### config.mk
export PLATFORM = sky130hd
export DESIGN_NAME = eio_top
export DESIGN_NICKNAME = d
export VERILOG_FILES = /design/src/hdl/eio_addr_dec.v /design/src/hdl/eio_pp_chip.v /design/src/hdl/eio_top.v
export VERILOG_INCLUDE_DIRS = /design/src /design/src/hdl
export SDC_FILE = /design/constraint.sdc
export NUM_CORES = 1
export LEC_CHECK = 0
export BUFFER_PORTS_ARGS = -buffer_cell sky130_fd_sc_hd__buf_2
export CAP_MARGIN = 20
export CORE_UTILIZATION = 40
export CTS_CLUSTER_DIAMETER = 50
export DETAILED_ROUTE_END_ITERATION = 6
export HOLD_SLACK_MARGIN = 0.15
export PLACE_DENSITY_LB_ADDON = 0.05
export SETUP_SLACK_MARGIN = 0.1
export SYNTH_ARGS = -nofsm -noshare
export SYNTH_HDL_FRONTEND = slang
export SYNTH_HIERARCHICAL = 1
export SYNTH_SLANG_ARGS = --single-unit
### constraint.sdc
create_clock -name i_core_clk -period 2.55 [get_ports i_core_clk]
set_clock_uncertainty 0.1 [all_clocks]
set_input_delay 0.255 -clock i_core_clk [delete_from_list [all_inputs] [get_ports i_core_clk]]
set_output_delay 0.255 -clock i_core_clk [all_outputs]
set_load 0.1 [all_outputs]
### src/hdl/eio_regs.vh
// Notes on behaviour
// At most four boards, each distinct address
// Jumper sets upper address digit, four choices
// Wide board 8..B, other boards C..F
// Wide board: 24 registers, six groups of four
// Six port chips, two 8-bit ports each
// Two 8-bit ports, two 4-bit groups
// Port access over host data bus
// Host sets port A output on selector/converter
// Selector uses A6-A7, converter uses A0-A5
// Port B wholly free for user logic
// Port C two groups, isolators, per-group direction
// Input group samples; output group drives isolator
// Reset: basic mode, all 24 lines high
// Outputs latched, inputs pass straight through
// Mode write clears all output latches
// Selects only when upper digit matches jumper
`ifndef EIO_REGS_VH
`define EIO_REGS_VH

`define EIO_MAX_BOARDS      3'h4
`define EIO_WIDE_DIGIT_LO   4'h8
`define EIO_WIDE_DIGIT_HI   4'hB
`define EIO_PI_DIGIT_LO     4'hC
`define EIO_PI_DIGIT_HI     4'hF
`define EIO_WIDE_NUM_REGS   5'h18

`define EIO_PI_REG_A        2'h0
`define EIO_PI_REG_B        2'h1
`define EIO_PI_REG_C        2'h2
`define EIO_PI_REG_CTRL     2'h3

`define EIO_CTL_MODE_SET    7
`define EIO_CTL_A_IN        4
`define EIO_CTL_CHI_IN      3
`define EIO_CTL_B_IN        1
`define EIO_CTL_CLO_IN      0

`define EIO_PP_DATA_A       2'h0
`define EIO_PP_DATA_B       2'h1
`define EIO_PP_CTRL_A       2'h2
`define EIO_PP_CTRL_B       2'h3

`define EIO_KIND_DIGITAL    2'h0
`define EIO_KIND_SELECTOR   2'h1
`define EIO_KIND_CONVERTER  2'h2

`define EIO_LATCH_RST       8'hFF
`define EIO_LATCH_CLR       8'h00
`define EIO_DIR_ALL_IN      8'hFF

`endif

### src/hdl/eio_addr_dec.v
`timescale 1ns/100ps
`default_nettype none
`include "eio_regs.vh"

module eio_addr_dec
(
  // Host address
  input  wire [15:0] i_addr,
  // Jumpers
  input  wire [3:0]  i_board_address_jumper,
  input  wire [3:0]  i_wide_board_address_jumper,
  // Selects
  output reg         o_pi_hit,
  output reg  [1:0]  o_pi_reg,
  output reg         o_wide_hit,
  output reg  [4:0]  o_wide_idx
);

  reg pi_jmp_ok;
  reg wide_jmp_ok;

  always @*
  begin
    // jumper digit range
    pi_jmp_ok   = (i_board_address_jumper >= `EIO_PI_DIGIT_LO) &&
                  (i_board_address_jumper <= `EIO_PI_DIGIT_HI);
    // wide board range
    wide_jmp_ok = (i_wide_board_address_jumper >= `EIO_WIDE_DIGIT_LO) &&
                  (i_wide_board_address_jumper <= `EIO_WIDE_DIGIT_HI);
    o_pi_reg    = i_addr[1:0];
    o_wide_idx  = i_addr[4:0];
    o_pi_hit    = 1'b0;
    o_wide_hit  = 1'b0;
    // digit match gates selects
    if (pi_jmp_ok && (i_addr[15:12] == i_board_address_jumper) &&
        (i_addr[11:2] == 10'h000))
    begin
      o_pi_hit = 1'b1;
    end
    else if (wide_jmp_ok && (i_addr[15:12] == i_wide_board_address_jumper) &&
             (i_addr[11:5] == 7'h00) && (i_addr[4:0] < `EIO_WIDE_NUM_REGS))
    begin
      // only 24 registers
      o_wide_hit = 1'b1;
    end
  end

endmodule
`default_nettype wire

### src/hdl/eio_pp_chip.v
`timescale 1ns/100ps
`default_nettype none
`include "eio_regs.vh"

module eio_pp_chip
(
  // Clock and reset
  input  wire        i_core_clk,
  input  wire        i_rst_n,
  // Register access
  input  wire        i_wr,
  input  wire [1:0]  i_reg,
  input  wire [7:0]  i_wdata,
  output reg  [7:0]  o_rdata,
  // Pins, port A in low byte, port B in high byte
  input  wire [15:0] i_pin_in,
  output wire [15:0] o_pin_out,
  output wire [15:0] o_pin_oe_n
);

  // two independent 8-bit ports
  genvar gp;
  generate
    for (gp = 0; gp < 2; gp = gp + 1)
    begin : g_port
      reg [7:0] latch_ff;
      reg [7:0] dir_in_ff;
      always @(posedge i_core_clk or negedge i_rst_n)
      begin
        if (!i_rst_n)
        begin
          latch_ff  <= `EIO_LATCH_RST;
          dir_in_ff <= `EIO_DIR_ALL_IN;
        end
        else if (i_wr && (i_reg == gp))
        begin
          latch_ff <= i_wdata;
        end
        else if (i_wr && (i_reg == gp + 2))
        begin
          dir_in_ff <= i_wdata;
        end
      end
      assign o_pin_out[gp*8 +: 8]  = latch_ff;
      assign o_pin_oe_n[gp*8 +: 8] = dir_in_ff;
    end
  endgenerate

  // Input bits read the pin, output bits read the latch
  always @*
  begin
    case (i_reg)
      `EIO_PP_DATA_A: o_rdata = (i_pin_in[7:0] & g_port[0].dir_in_ff) |
                                (g_port[0].latch_ff & ~g_port[0].dir_in_ff);
      `EIO_PP_DATA_B: o_rdata = (i_pin_in[15:8] & g_port[1].dir_in_ff) |
                                (g_port[1].latch_ff & ~g_port[1].dir_in_ff);
      `EIO_PP_CTRL_A: o_rdata = g_port[0].dir_in_ff;
      default:        o_rdata = g_port[1].dir_in_ff;
    endcase
  end

endmodule
`default_nettype wire

### src/hdl/eio_top.v
`timescale 1ns/100ps
`default_nettype none
`include "eio_regs.vh"

module eio_top
(
  // Clock and reset
  input  wire        i_core_clk,
  input  wire        i_rst_n,
  // Host expansion bus
  input  wire [15:0] i_addr,
  input  wire        i_rd_stb,
  input  wire        i_wr_stb,
  input  wire [7:0]  i_host_data_bus,
  output reg  [7:0]  o_host_data_bus,
  output reg         o_rd_valid,
  // Straps
  input  wire [3:0]  i_board_address_jumper,
  input  wire [3:0]  i_wide_board_address_jumper,
  input  wire [1:0]  i_board_kind,
  // Peripheral interface port A
  input  wire [7:0]  i_pa_in,
  output reg  [7:0]  o_pa_out,
  output reg  [7:0]  o_pa_oe_n,
  // Peripheral interface port B
  input  wire [7:0]  i_pb_in,
  output reg  [7:0]  o_pb_out,
  output reg  [7:0]  o_pb_oe_n,
  // Peripheral interface port C, low group in bits 3:0
  input  wire [7:0]  i_pc_in,
  output reg  [7:0]  o_pc_out,
  output reg  [7:0]  o_pc_oe_n,
  // On-board functions steered by port A
  output reg  [1:0]  o_mux_sel,
  output reg  [5:0]  o_conv_ctl,
  // Wide board pins, chip n port A at 16n, port B at 16n+8
  input  wire [95:0] i_wp_in,
  output wire [95:0] o_wp_out,
  output wire [95:0] o_wp_oe_n
);

  wire       pi_hit;
  wire [1:0] pi_reg;
  wire       wide_hit;
  wire [4:0] wide_idx;

  // one digit per board keeps boards apart
  eio_addr_dec u_dec
  (
    .i_addr                      (i_addr),
    .i_board_address_jumper      (i_board_address_jumper),
    .i_wide_board_address_jumper (i_wide_board_address_jumper),
    .o_pi_hit                    (pi_hit),
    .o_pi_reg                    (pi_reg),
    .o_wide_hit                  (wide_hit),
    .o_wide_idx                  (wide_idx)
  );

  // ---- Peripheral interface state
  reg [7:0] pa_latch_ff;
  reg [7:0] pb_latch_ff;
  reg [7:0] pc_latch_ff;
  reg       a_in_ff;
  reg       b_in_ff;
  reg       clo_in_ff;
  reg       chi_in_ff;
  reg [7:0] nxt_pa_latch;
  reg [7:0] nxt_pb_latch;
  reg [7:0] nxt_pc_latch;
  reg       nxt_a_in;
  reg       nxt_b_in;
  reg       nxt_clo_in;
  reg       nxt_chi_in;
  reg [7:0] pi_rdata;
  reg [7:0] ctrl_rd;
  wire      pi_wr;
  wire      ctl_wr;

  // writes land over the host data bus
  assign pi_wr  = i_wr_stb && pi_hit;
  assign ctl_wr = pi_wr && (pi_reg == `EIO_PI_REG_CTRL);

  always @*
  begin
    nxt_pa_latch = pa_latch_ff;
    nxt_pb_latch = pb_latch_ff;
    nxt_pc_latch = pc_latch_ff;
    nxt_a_in     = a_in_ff;
    nxt_b_in     = b_in_ff;
    nxt_clo_in   = clo_in_ff;
    nxt_chi_in   = chi_in_ff;
    if (ctl_wr && i_host_data_bus[`EIO_CTL_MODE_SET])
    begin
      // direction set per whole port or group
      nxt_a_in   = i_host_data_bus[`EIO_CTL_A_IN];
      nxt_b_in   = i_host_data_bus[`EIO_CTL_B_IN];
      nxt_clo_in = i_host_data_bus[`EIO_CTL_CLO_IN];
      nxt_chi_in = i_host_data_bus[`EIO_CTL_CHI_IN];
      // mode rewrite zeroes output latches
      nxt_pa_latch = `EIO_LATCH_CLR;
      nxt_pb_latch = `EIO_LATCH_CLR;
      nxt_pc_latch = `EIO_LATCH_CLR;
    end
    else if (ctl_wr)
    begin
      // Single bit set or clear on port C
      nxt_pc_latch[i_host_data_bus[3:1]] = i_host_data_bus[0];
    end
    else if (pi_wr)
    begin
      // written values held in latches
      case (pi_reg)
        `EIO_PI_REG_A: nxt_pa_latch = i_host_data_bus;
        `EIO_PI_REG_B: nxt_pb_latch = i_host_data_bus;
        default:       nxt_pc_latch = i_host_data_bus;
      endcase
    end
  end

  // reset: all inputs, latches high
  always @(posedge i_core_clk or negedge i_rst_n)
  begin
    if (!i_rst_n)
    begin
      pa_latch_ff <= `EIO_LATCH_RST;
      pb_latch_ff <= `EIO_LATCH_RST;
      pc_latch_ff <= `EIO_LATCH_RST;
      a_in_ff     <= 1'b1;
      b_in_ff     <= 1'b1;
      clo_in_ff   <= 1'b1;
      chi_in_ff   <= 1'b1;
    end
    else
    begin
      pa_latch_ff <= nxt_pa_latch;
      pb_latch_ff <= nxt_pb_latch;
      pc_latch_ff <= nxt_pc_latch;
      a_in_ff     <= nxt_a_in;
      b_in_ff     <= nxt_b_in;
      clo_in_ff   <= nxt_clo_in;
      chi_in_ff   <= nxt_chi_in;
    end
  end

  // Pins are registered from the next-state values, so they change on the same edge as the state registers
  always @(posedge i_core_clk or negedge i_rst_n)
  begin
    if (!i_rst_n)
    begin
      o_pa_out  <= `EIO_LATCH_RST;
      o_pa_oe_n <= `EIO_DIR_ALL_IN;
      o_pb_out  <= `EIO_LATCH_RST;
      o_pb_oe_n <= `EIO_DIR_ALL_IN;
      o_pc_out  <= `EIO_LATCH_RST;
      o_pc_oe_n <= `EIO_DIR_ALL_IN;
    end
    else
    begin
      o_pa_out  <= nxt_pa_latch;
      o_pa_oe_n <= {8{nxt_a_in}};
      // port B fully free to the user
      o_pb_out  <= nxt_pb_latch;
      o_pb_oe_n <= {8{nxt_b_in}};
      // port C two independent groups
      // output group drives the isolator source
      o_pc_out  <= nxt_pc_latch;
      o_pc_oe_n <= {{4{nxt_chi_in}}, {4{nxt_clo_in}}};
    end
  end

  // board functions tap port A
  // host keeps port A as output here
  always @(posedge i_core_clk or negedge i_rst_n)
  begin
    if (!i_rst_n)
    begin
      o_mux_sel  <= 2'h0;
      o_conv_ctl <= 6'h00;
    end
    else
    begin
      // Held at zero while port A is an input, so a half-set
      // board never steers the mux or converter from the pull-ups
      if ((i_board_kind == `EIO_KIND_SELECTOR) && !nxt_a_in)
      begin
        o_mux_sel <= nxt_pa_latch[7:6];
      end
      else
      begin
        o_mux_sel <= 2'h0;
      end
      if ((i_board_kind == `EIO_KIND_CONVERTER) && !nxt_a_in)
      begin
        o_conv_ctl <= nxt_pa_latch[5:0];
      end
      else
      begin
        o_conv_ctl <= 6'h00;
      end
    end
  end

  // inputs read straight from pins
  always @*
  begin
    ctrl_rd = 8'h00;
    ctrl_rd[`EIO_CTL_MODE_SET] = 1'b1;
    ctrl_rd[`EIO_CTL_A_IN]     = a_in_ff;
    ctrl_rd[`EIO_CTL_B_IN]     = b_in_ff;
    ctrl_rd[`EIO_CTL_CLO_IN]   = clo_in_ff;
    ctrl_rd[`EIO_CTL_CHI_IN]   = chi_in_ff;
    case (pi_reg)
      `EIO_PI_REG_A: pi_rdata = a_in_ff ? i_pa_in : pa_latch_ff;
      `EIO_PI_REG_B: pi_rdata = b_in_ff ? i_pb_in : pb_latch_ff;
      `EIO_PI_REG_C:
      begin
        // input group samples isolator output
        pi_rdata[3:0] = clo_in_ff ? i_pc_in[3:0] : pc_latch_ff[3:0];
        pi_rdata[7:4] = chi_in_ff ? i_pc_in[7:4] : pc_latch_ff[7:4];
      end
      default:       pi_rdata = ctrl_rd;
    endcase
  end

  // ---- Wide board: six port chips
  wire [47:0] wide_rd_bus;
  wire [2:0]  wide_chip;
  wire [1:0]  wide_reg;
  reg  [7:0]  wide_rdata;

  // six groups of four registers
  assign wide_chip = wide_idx[4:2];
  assign wide_reg  = wide_idx[1:0];

  genvar gc;
  generate
    for (gc = 0; gc < 6; gc = gc + 1)
    begin : g_chip
      // each chip two 8-bit ports
      eio_pp_chip u_chip
      (
        .i_core_clk (i_core_clk),
        .i_rst_n    (i_rst_n),
        .i_wr       (i_wr_stb && wide_hit && (wide_chip == gc)),
        .i_reg      (wide_reg),
        .i_wdata    (i_host_data_bus),
        .o_rdata    (wide_rd_bus[gc*8 +: 8]),
        .i_pin_in   (i_wp_in[gc*16 +: 16]),
        .o_pin_out  (o_wp_out[gc*16 +: 16]),
        .o_pin_oe_n (o_wp_oe_n[gc*16 +: 16])
      );
    end
  endgenerate

  always @*
  begin
    case (wide_chip)
      3'h0:    wide_rdata = wide_rd_bus[7:0];
      3'h1:    wide_rdata = wide_rd_bus[15:8];
      3'h2:    wide_rdata = wide_rd_bus[23:16];
      3'h3:    wide_rdata = wide_rd_bus[31:24];
      3'h4:    wide_rdata = wide_rd_bus[39:32];
      default: wide_rdata = wide_rd_bus[47:40];
    endcase
  end

  // ---- Read return, one cycle after the strobe
  always @(posedge i_core_clk or negedge i_rst_n)
  begin
    if (!i_rst_n)
    begin
      o_host_data_bus <= 8'h00;
      o_rd_valid      <= 1'b0;
    end
    else
    begin
      o_rd_valid <= i_rd_stb && (pi_hit || wide_hit);
      // R7 reads return over host data bus
      if (i_rd_stb && pi_hit)
      begin
        o_host_data_bus <= pi_rdata;
      end
      else if (i_rd_stb && wide_hit)
      begin
        o_host_data_bus <= wide_rdata;
      end
      else if (i_rd_stb)
      begin
        o_host_data_bus <= 8'h00;
      end
    end
  end

endmodule
`default_nettype wire

==> results of run 1 <==
tightest hold or removal path: cells and delay by family:
| kind | cells | cell delay [ns] |
|---|---|---|
| buffers and inverters | 2 | 0.23 |
| AND/OR/NAND/NOR | 4 | 0.29 |
registers in the layout, indices dropped and copies added, names as in the netlist:
name,cells
o_pa_oe_n,1
o_pc_out,8
g_chip.u_chip/g_port.latch_ff,96
g_chip.u_chip/g_port.dir_in_ff,96
o_pa_out,8
o_conv_ctl,6
o_host_data_bus,8
o_pc_oe_n,1
o_rd_valid,1
o_mux_sel,2
chi_in_ff,1
o_pb_out,8
o_pb_oe_n,1
cell usage after synthesis, types with 7 or more instances:
cell,instances
nand3_1,7
clkbuf_1,14
dfstp_2,220
nand2_1,34
o22ai_1,7
o21ai_0,52
nor2b_1,40
nand3b_2,12
buf_4,32
o21a_1,50
or3b_1,25
a211oi_1,38
mux2i_1,27
o211ai_1,8
buf_2,39
mux2_2,205
inv_1,8
buf_6,15
a31oi_1,45
a21oi_1,40
nand2b_1,17
a22o_1,10
nor3_1,13
nor2_1,103
dfrtp_1,17
nor3b_1,19
power by group through the flow:
stage               Clock (W)  Sequential (W)  Combinational [W]
floorplan                   0         0.00392           0.000335
global placement            0         0.00386           0.000855
detailed placement          0         0.00386           0.000857
CTS                   0.00431         0.00380           0.000870
global route          0.00447         0.00380           0.000933
finish                0.00421         0.00381           0.000866
path summary, 6_finish.rpt:
kind                                                         startpoint                                 endpoint  slack (ns)  cells after the start
worst max-delay path            g_chip[2].u_chip/g_port[0].dir_in_ff[5]                       o_host_data_bus[5]        0.14                      7
worst min-delay path                          i_board_address_jumper[3]                               o_rd_valid        0.18                      6
worst max register to register  g_chip[2].u_chip/g_port[0].dir_in_ff[5]                       o_host_data_bus[5]        0.14                      7
worst min register to register                              o_pb_out[7]                              o_pb_out[7]        0.41                      2
max in group asynchronous                                       i_rst_n  g_chip[3].u_chip/g_port[0].dir_in_ff[7]        1.34                      3
min in group asynchronous                                       i_rst_n                             o_mux_sel[0]        0.20                      2
per-layer routing:
layer | wire length, µm | global-route usage [%]
met3 | 2660 | 3.99
met5 | 14 | 0
met1 | 20700 | 36.9
met4 | 1000 | 6.35
met2 | 22000 | 43.9
final cells by class:
type                       instances  area, µm²
fill                            3045      15200
timing repair buffer             526       3160
clock inverter                    14        181
clock buffer                      36        802
multi-input combinational        835       6530
tap                              442        553
sequential                       237       6210
inverter                           9       33.8
kinds of logic after synthesis:
logic type / count (synthesis) / share of synthesized area (%)
AOI/OAI and AO/OA: 286 / 14.4
DFF: 237 / 46.3
muxes: 234 / 19.6
and+or+nand+nor: 311 / 14.2
buffers and inverters: 110 / 5.19
xor gates and xnor gates: 4 / 0.262
what timing repair did:
item                                   4_1_cts  5_1_grt
pin swaps                                    0        3
endpoints found under the hold margin      103        0
setup endpoints to repair                    1        3
buffers inserted                             0        1
resized for setup                            1        3
hold buffers                                 9        0
through the flow:
step / power (W) / instance area [µm²] / setup TNS, ns / cells / setup WS [ns]
4_1_cts: 0.00898 / 17400 / 0 / 2098 / 0.135
6_report: 0.00888 / 17500 / 0 / 2099 / 0.139
3_5_place_dp: 0.00471 / 16400 / -0.710 / 2039 / -0.148
3_3_place_gp: 0.00471 / 16400 / -0.757 / 2039 / -0.224
2_1_floorplan: 0.00425 / 13400 / 0 / 1182 / 0.100
5_1_grt: 0.00920 / 17500 / 0 / 2099 / 0.0987
==> results by group, run 1 <==
Power and ir drop
  • Leakage: 8.06 nW
  • Sw Pwr: 0.00217 W
  • PD cells: 508 mW/mm²
  • Logic pwr share: 9.8%
  • Sw Share: 24.4%
  • Int Power: 0.00671 W
  • Sequential Power Share: 42.9%
  • Peak VDD IR: 0.468 mV
  • Clock power share: 47.4%

Synth
  • Ys async rst share: 100%
  • Synth Flop Type: dfstp_2
  • Post-synth EDFFs: 0
  • Mapped Nets: 1,340
  • Mean Syn Cell Area: 11.3 µm²
  • Yosys top cell by area: dfstp_2
  • Gate Count Post-Synth: 1,182
  • Syn. warnings: 6
  • Count of different cell masters after synthesis: 64
  • Area contributors post-synth: dfstp_2, mux2_2, dfrtp_1
  • Sequential element share of the synthesized area: 46.3%
  • Yosys top cell area share: 43.2%
  • Seq cells post-synth: 237
  • Post-Syn Area: 0.0134 mm²

Clock network
  • Clock buffer count from CTS: 29
  • CTS tree: done
  • Clock buffer depth: 3
  • Worst-path clk slew: 0.06 ns
  • Htree depth: 1
  • Root Driver: clkbuf_16
  • Skew-Pair Late Insertion Delay: 0.55 ns
  • Clock Sinks: 237

Route
  • Avg WL per Cell: 22.1 µm
  • Drt via density: 5.40
  • Via count: 11,300
  • Residual DRC count: 0
  • Drt first-iter violations: 672
  • Total Wirelength: 46.3 mm
  • 1st-pass router iterations: 5
  • Routed Antenna Nets: 0

Cells and area
  • Layout cells sized above 1: 62.5%
  • Area growth syn-to-layout: 30.5%
  • Post-layout util: 53.4%
  • Commonest non-fill, non-tap cell in the layout: buf_2
  • Ant. Diodes: 0
  • Commonest non-fill, non-tap cells in the layout: buf_2, dfstp_2, mux2_2
  • Final #Nets: 1,796

Min path
  • HP Class: input port to flip-flop

Die
  • Core ar.: 0.0327 mm²
  • Initial Util: 40.9%
  • # IOs: 415
  • Chip width: 185 µm
  • Cell Rows: 66
  • Die ar.: 0.0342 mm²
  • Die H: 185 µm

Critical path
  • Worst path bufs/invs: 0
  • CP top delay family: flip-flops
  • Crit-path slowest cell: dfstp_2
  • Worst path required time: 2.86 ns
  • Sequence of cells on the critical path: nor2_1 -> a211oi_1 -> a31oi_1 -> mux4_2 -> nor2_1 -> a211oi_1 -> or3b_1
  • Slowest stage delay, CP: 0.55 ns
  • Critical path class: flip-flop to flip-flop
  • CP max FO: 4
  • CP arrival: 2.72 ns
  • Startpoint Class: flip-flop
  • CP Capture Type: flip-flop

GRT
  • Largest net degree at the start of global routing: 81
  • Global-route wire length before repair: 68.3 mm
  • Gr usage total: 26.7%
  • Vias in the first global route: 10,900
  • Antenna violations before repair: 2
  • GR Overflow Total: 0

Timing
  • Final Cycle Share: 94.6%
  • RSZ-0062 raised after global routing: yes
  • Slew @ Worst Pin: 0.787 ns
  • Setup-failing EPs final: 0
  • WHS: 0.181 ns
  • Rel. slew slack: 46.2%
  • Number of max-slew violations in the final report: 0
  • Fmax: 415 MHz
  • Crit path time final: 2.41 ns
  • Final hold violation count: 0

Job
  • Max Cap Violations: 0

Outcome
  • Outcome: finished clean

Place
  • PortBufs: 414
  • Post-DP HPWL: 34.3 mm
  • Placer Congestion: 0.883
(Power assumes the default switching activity.)
==> run 2, diff against run 1 <==
- CELL_PAD_IN_SITES_DETAIL_PLACEMENT: not set -> 1
- CELL_PAD_IN_SITES_GLOBAL_PLACEMENT: not set -> 2
- CORE_UTILIZATION: 40 -> 33
- HOLD_SLACK_MARGIN: 0.15 -> 0.02
==> run 2 against run 1 <==
Net effect:
- cell area is 1.8% higher
- total power is 7.6% higher
- die area is 21% higher
- flip-flop and latch count stayed put
- sequential power hardly changed
- combinational power is 2.4% higher
- hold slack worse by 0.10 ns
- sequential share of layout area is 0.62 points lower
==> results by group, run 2 (synthesis gave the netlist of run 1 again) <==
Cells and area
  • Register area: 0.00621 mm²
  • Layout cells sized above 1: 63.1%
  • Largest registers: g_chip.u_chip/g_port.dir_in_ff: 96 flops, g_chip.u_chip/g_port.latch_ff: 96 flops
  • Layout Cells excl Fill: 2,198
  • Post-layout util: 44.5%
  • Multi-input logic area: 0.00654 mm²
  • Fill cells: 4,447
  • Final #Nets: 1,803
  • Commonest non-fill, non-tap cell in the layout: buf_2
  • Area growth syn-to-layout: 32.8%
  • Commonest non-fill, non-tap cells in the layout: buf_2, dfstp_2, mux2_2

Clock network
  • Htree depth: 2
  • Worst-path clk slew: 0.05 ns
  • Clock Sinks: 237
  • CTS tree: done
  • Skew-Pair Late Insertion Delay: 0.51 ns
  • Clock buffer count from CTS: 36
  • Post-CTS Repair Setup Buffers: 0
  • Clock buffer depth: 3
  • Root Driver: clkbuf_16

Die
  • Cell Rows: 73
  • # IOs: 415
  • Die H: 203 µm
  • Initial Util: 33.5%
  • Chip width: 203 µm
  • Core ar.: 0.0399 mm²
  • Die ar.: 0.0414 mm²

Job
  • Max Cap Violations: 0

Route
  • Avg WL per Cell: 23.8 µm
  • Residual DRC count: 0
  • Drt via density: 5.23
  • M1 wire length: 22.3 mm
  • Highest Signal Layer: met5
  • Drt first-iter violations: 415
  • Total Wirelength: 52.3 mm
  • 1st-pass router iterations: 5
  • Routed wl met3: 3.11 mm
  • Routed Antenna Nets: 0
  • Met2 routed WL: 25.3 mm
  • Via count: 11,500

Timing
  • Slew @ Worst Pin: 0.790 ns
  • PnR worst setup slack: 0.145 ns
  • RSZ-0062 raised after global routing: yes
  • Final hold violation count: 0
  • WHS: 0.0760 ns
  • Final Cycle Share: 94.3%
  • Crit path time final: 2.41 ns
  • Number of max-slew violations in the final report: 0
  • Setup-failing EPs final: 0
  • Rel. slew slack: 47.3%
  • Fmax: 416 MHz

Place
  • Placed cells: 2,128
  • Placer Congestion: 0.852
  • Dpl ws: -0.254 ns
  • PortBufs: 414
  • Post-DP HPWL: 39.3 mm

GRT
  • Vias in the first global route: 12,000
  • Largest net degree at the start of global routing: 85
  • Global-route wire length before repair: 77.8 mm
  • Gr usage total: 25.0%
  • GR Overflow Total: 0
  • Antenna violations before repair: 4

Critical path
  • Critical path class: flip-flop to flip-flop
  • Crit path top cell by count: a211oi_1
  • CP max FO: 4
  • Slowest stage delay, CP: 0.56 ns
  • Startpoint Class: flip-flop
  • CP Capture Type: flip-flop
  • Sequence of cells on the critical path: nor2_1 -> a211oi_1 -> buf_4 -> a31oi_1 -> mux4_2 -> nor2_4 -> a211oi_1 -> or3b_1
  • Crit-path slowest cell: dfstp_2
  • CP arrival: 2.68 ns
  • Worst path required time: 2.83 ns

Power and ir drop
  • Pwr Total: 0.00955 W
  • Leakage: 8.12 nW
  • Peak VDD IR: 0.307 mV
  • PD cells: 537 mW/mm²

Outcome
  • Outcome: finished clean

Min path
  • HP Class: input port to flip-flop
==> run 2: layer usage <==
metal,up-vias,track usage [%]
met5,-,0
met4,2,7.22
met3,77,5.10
met2,340,42.2
met1,5796,32.3
li1,5278,-
==> run 2: timing repair <==
| action | 4_1_cts | 5_1_grt |
|---|---|---|
| hold endpoints to repair | 12 | 0 |
| cloned | 0 | 0 |
| hold buffers | 4 | 0 |
| endpoints found under the setup margin | 1 | 4 |
| gates resized for setup | 1 | 5 |
==> run 2: path summary, 6_finish.rpt <==
| kind | end | cells after the start | slack (ns) | from |
|---|---|---|---|---|
| max | o_host_data_bus[5] | 8 | 0.14 | g_chip[1].u_chip/g_port[0].dir_in_ff[5] |
| min | o_pc_out[0] | 2 | 0.08 | i_host_data_bus[7] |
| max reg2reg | o_host_data_bus[5] | 8 | 0.14 | g_chip[1].u_chip/g_port[0].dir_in_ff[5] |
| min reg2reg | o_pb_out[7] | 2 | 0.40 | o_pb_out[7] |
| max in group asynchronous | g_chip[5].u_chip/g_port[1].dir_in_ff[1] | 3 | 1.24 | i_rst_n |
| min in group asynchronous | o_mux_sel[0] | 2 | 0.32 | i_rst_n |
==> run 2: cell type report <==
| type | instances | share of cell area [%] |
|---|---|---|
| multi-input cells | 835 | 36.8 |
| flip-flops and latches | 237 | 34.9 |
| repair buffers | 526 | 17.7 |
| clock buffers | 48 | 5.78 |
| well taps | 525 | 3.69 |
| clock inverters | 14 | 0.873 |
| inverters | 9 | 0.190 |
| diodes | 4 | 0.0563 |
==> run 2: power breakdown <==
group          total (W)  switching, W  internal [W]
Clock            0.00485       0.00180       0.00305
Combinational   0.000887      0.000589      0.000299
Sequential       0.00381     0.0000121       0.00380
Total            0.00955       0.00240       0.00714
==> run 2: critical path: cells and delay by family (launching register included) <==
family,cells,cell delay (ns)
AO/OA/AOI/OAI,3,0.37
buffers and inverters,1,0.15
flip-flops,1,0.56
multiplexers,1,0.55
AND/OR/NAND/NOR,3,0.56
==> run 2: through the flow <==
stage               cell area [µm²]  setup TNS, ns
floorplan                     13400              0
global placement              16500         -10.24
CTS                           17700              0
global route                  17800              0
finish                        17800              0
detailed placement            16500         -16.89
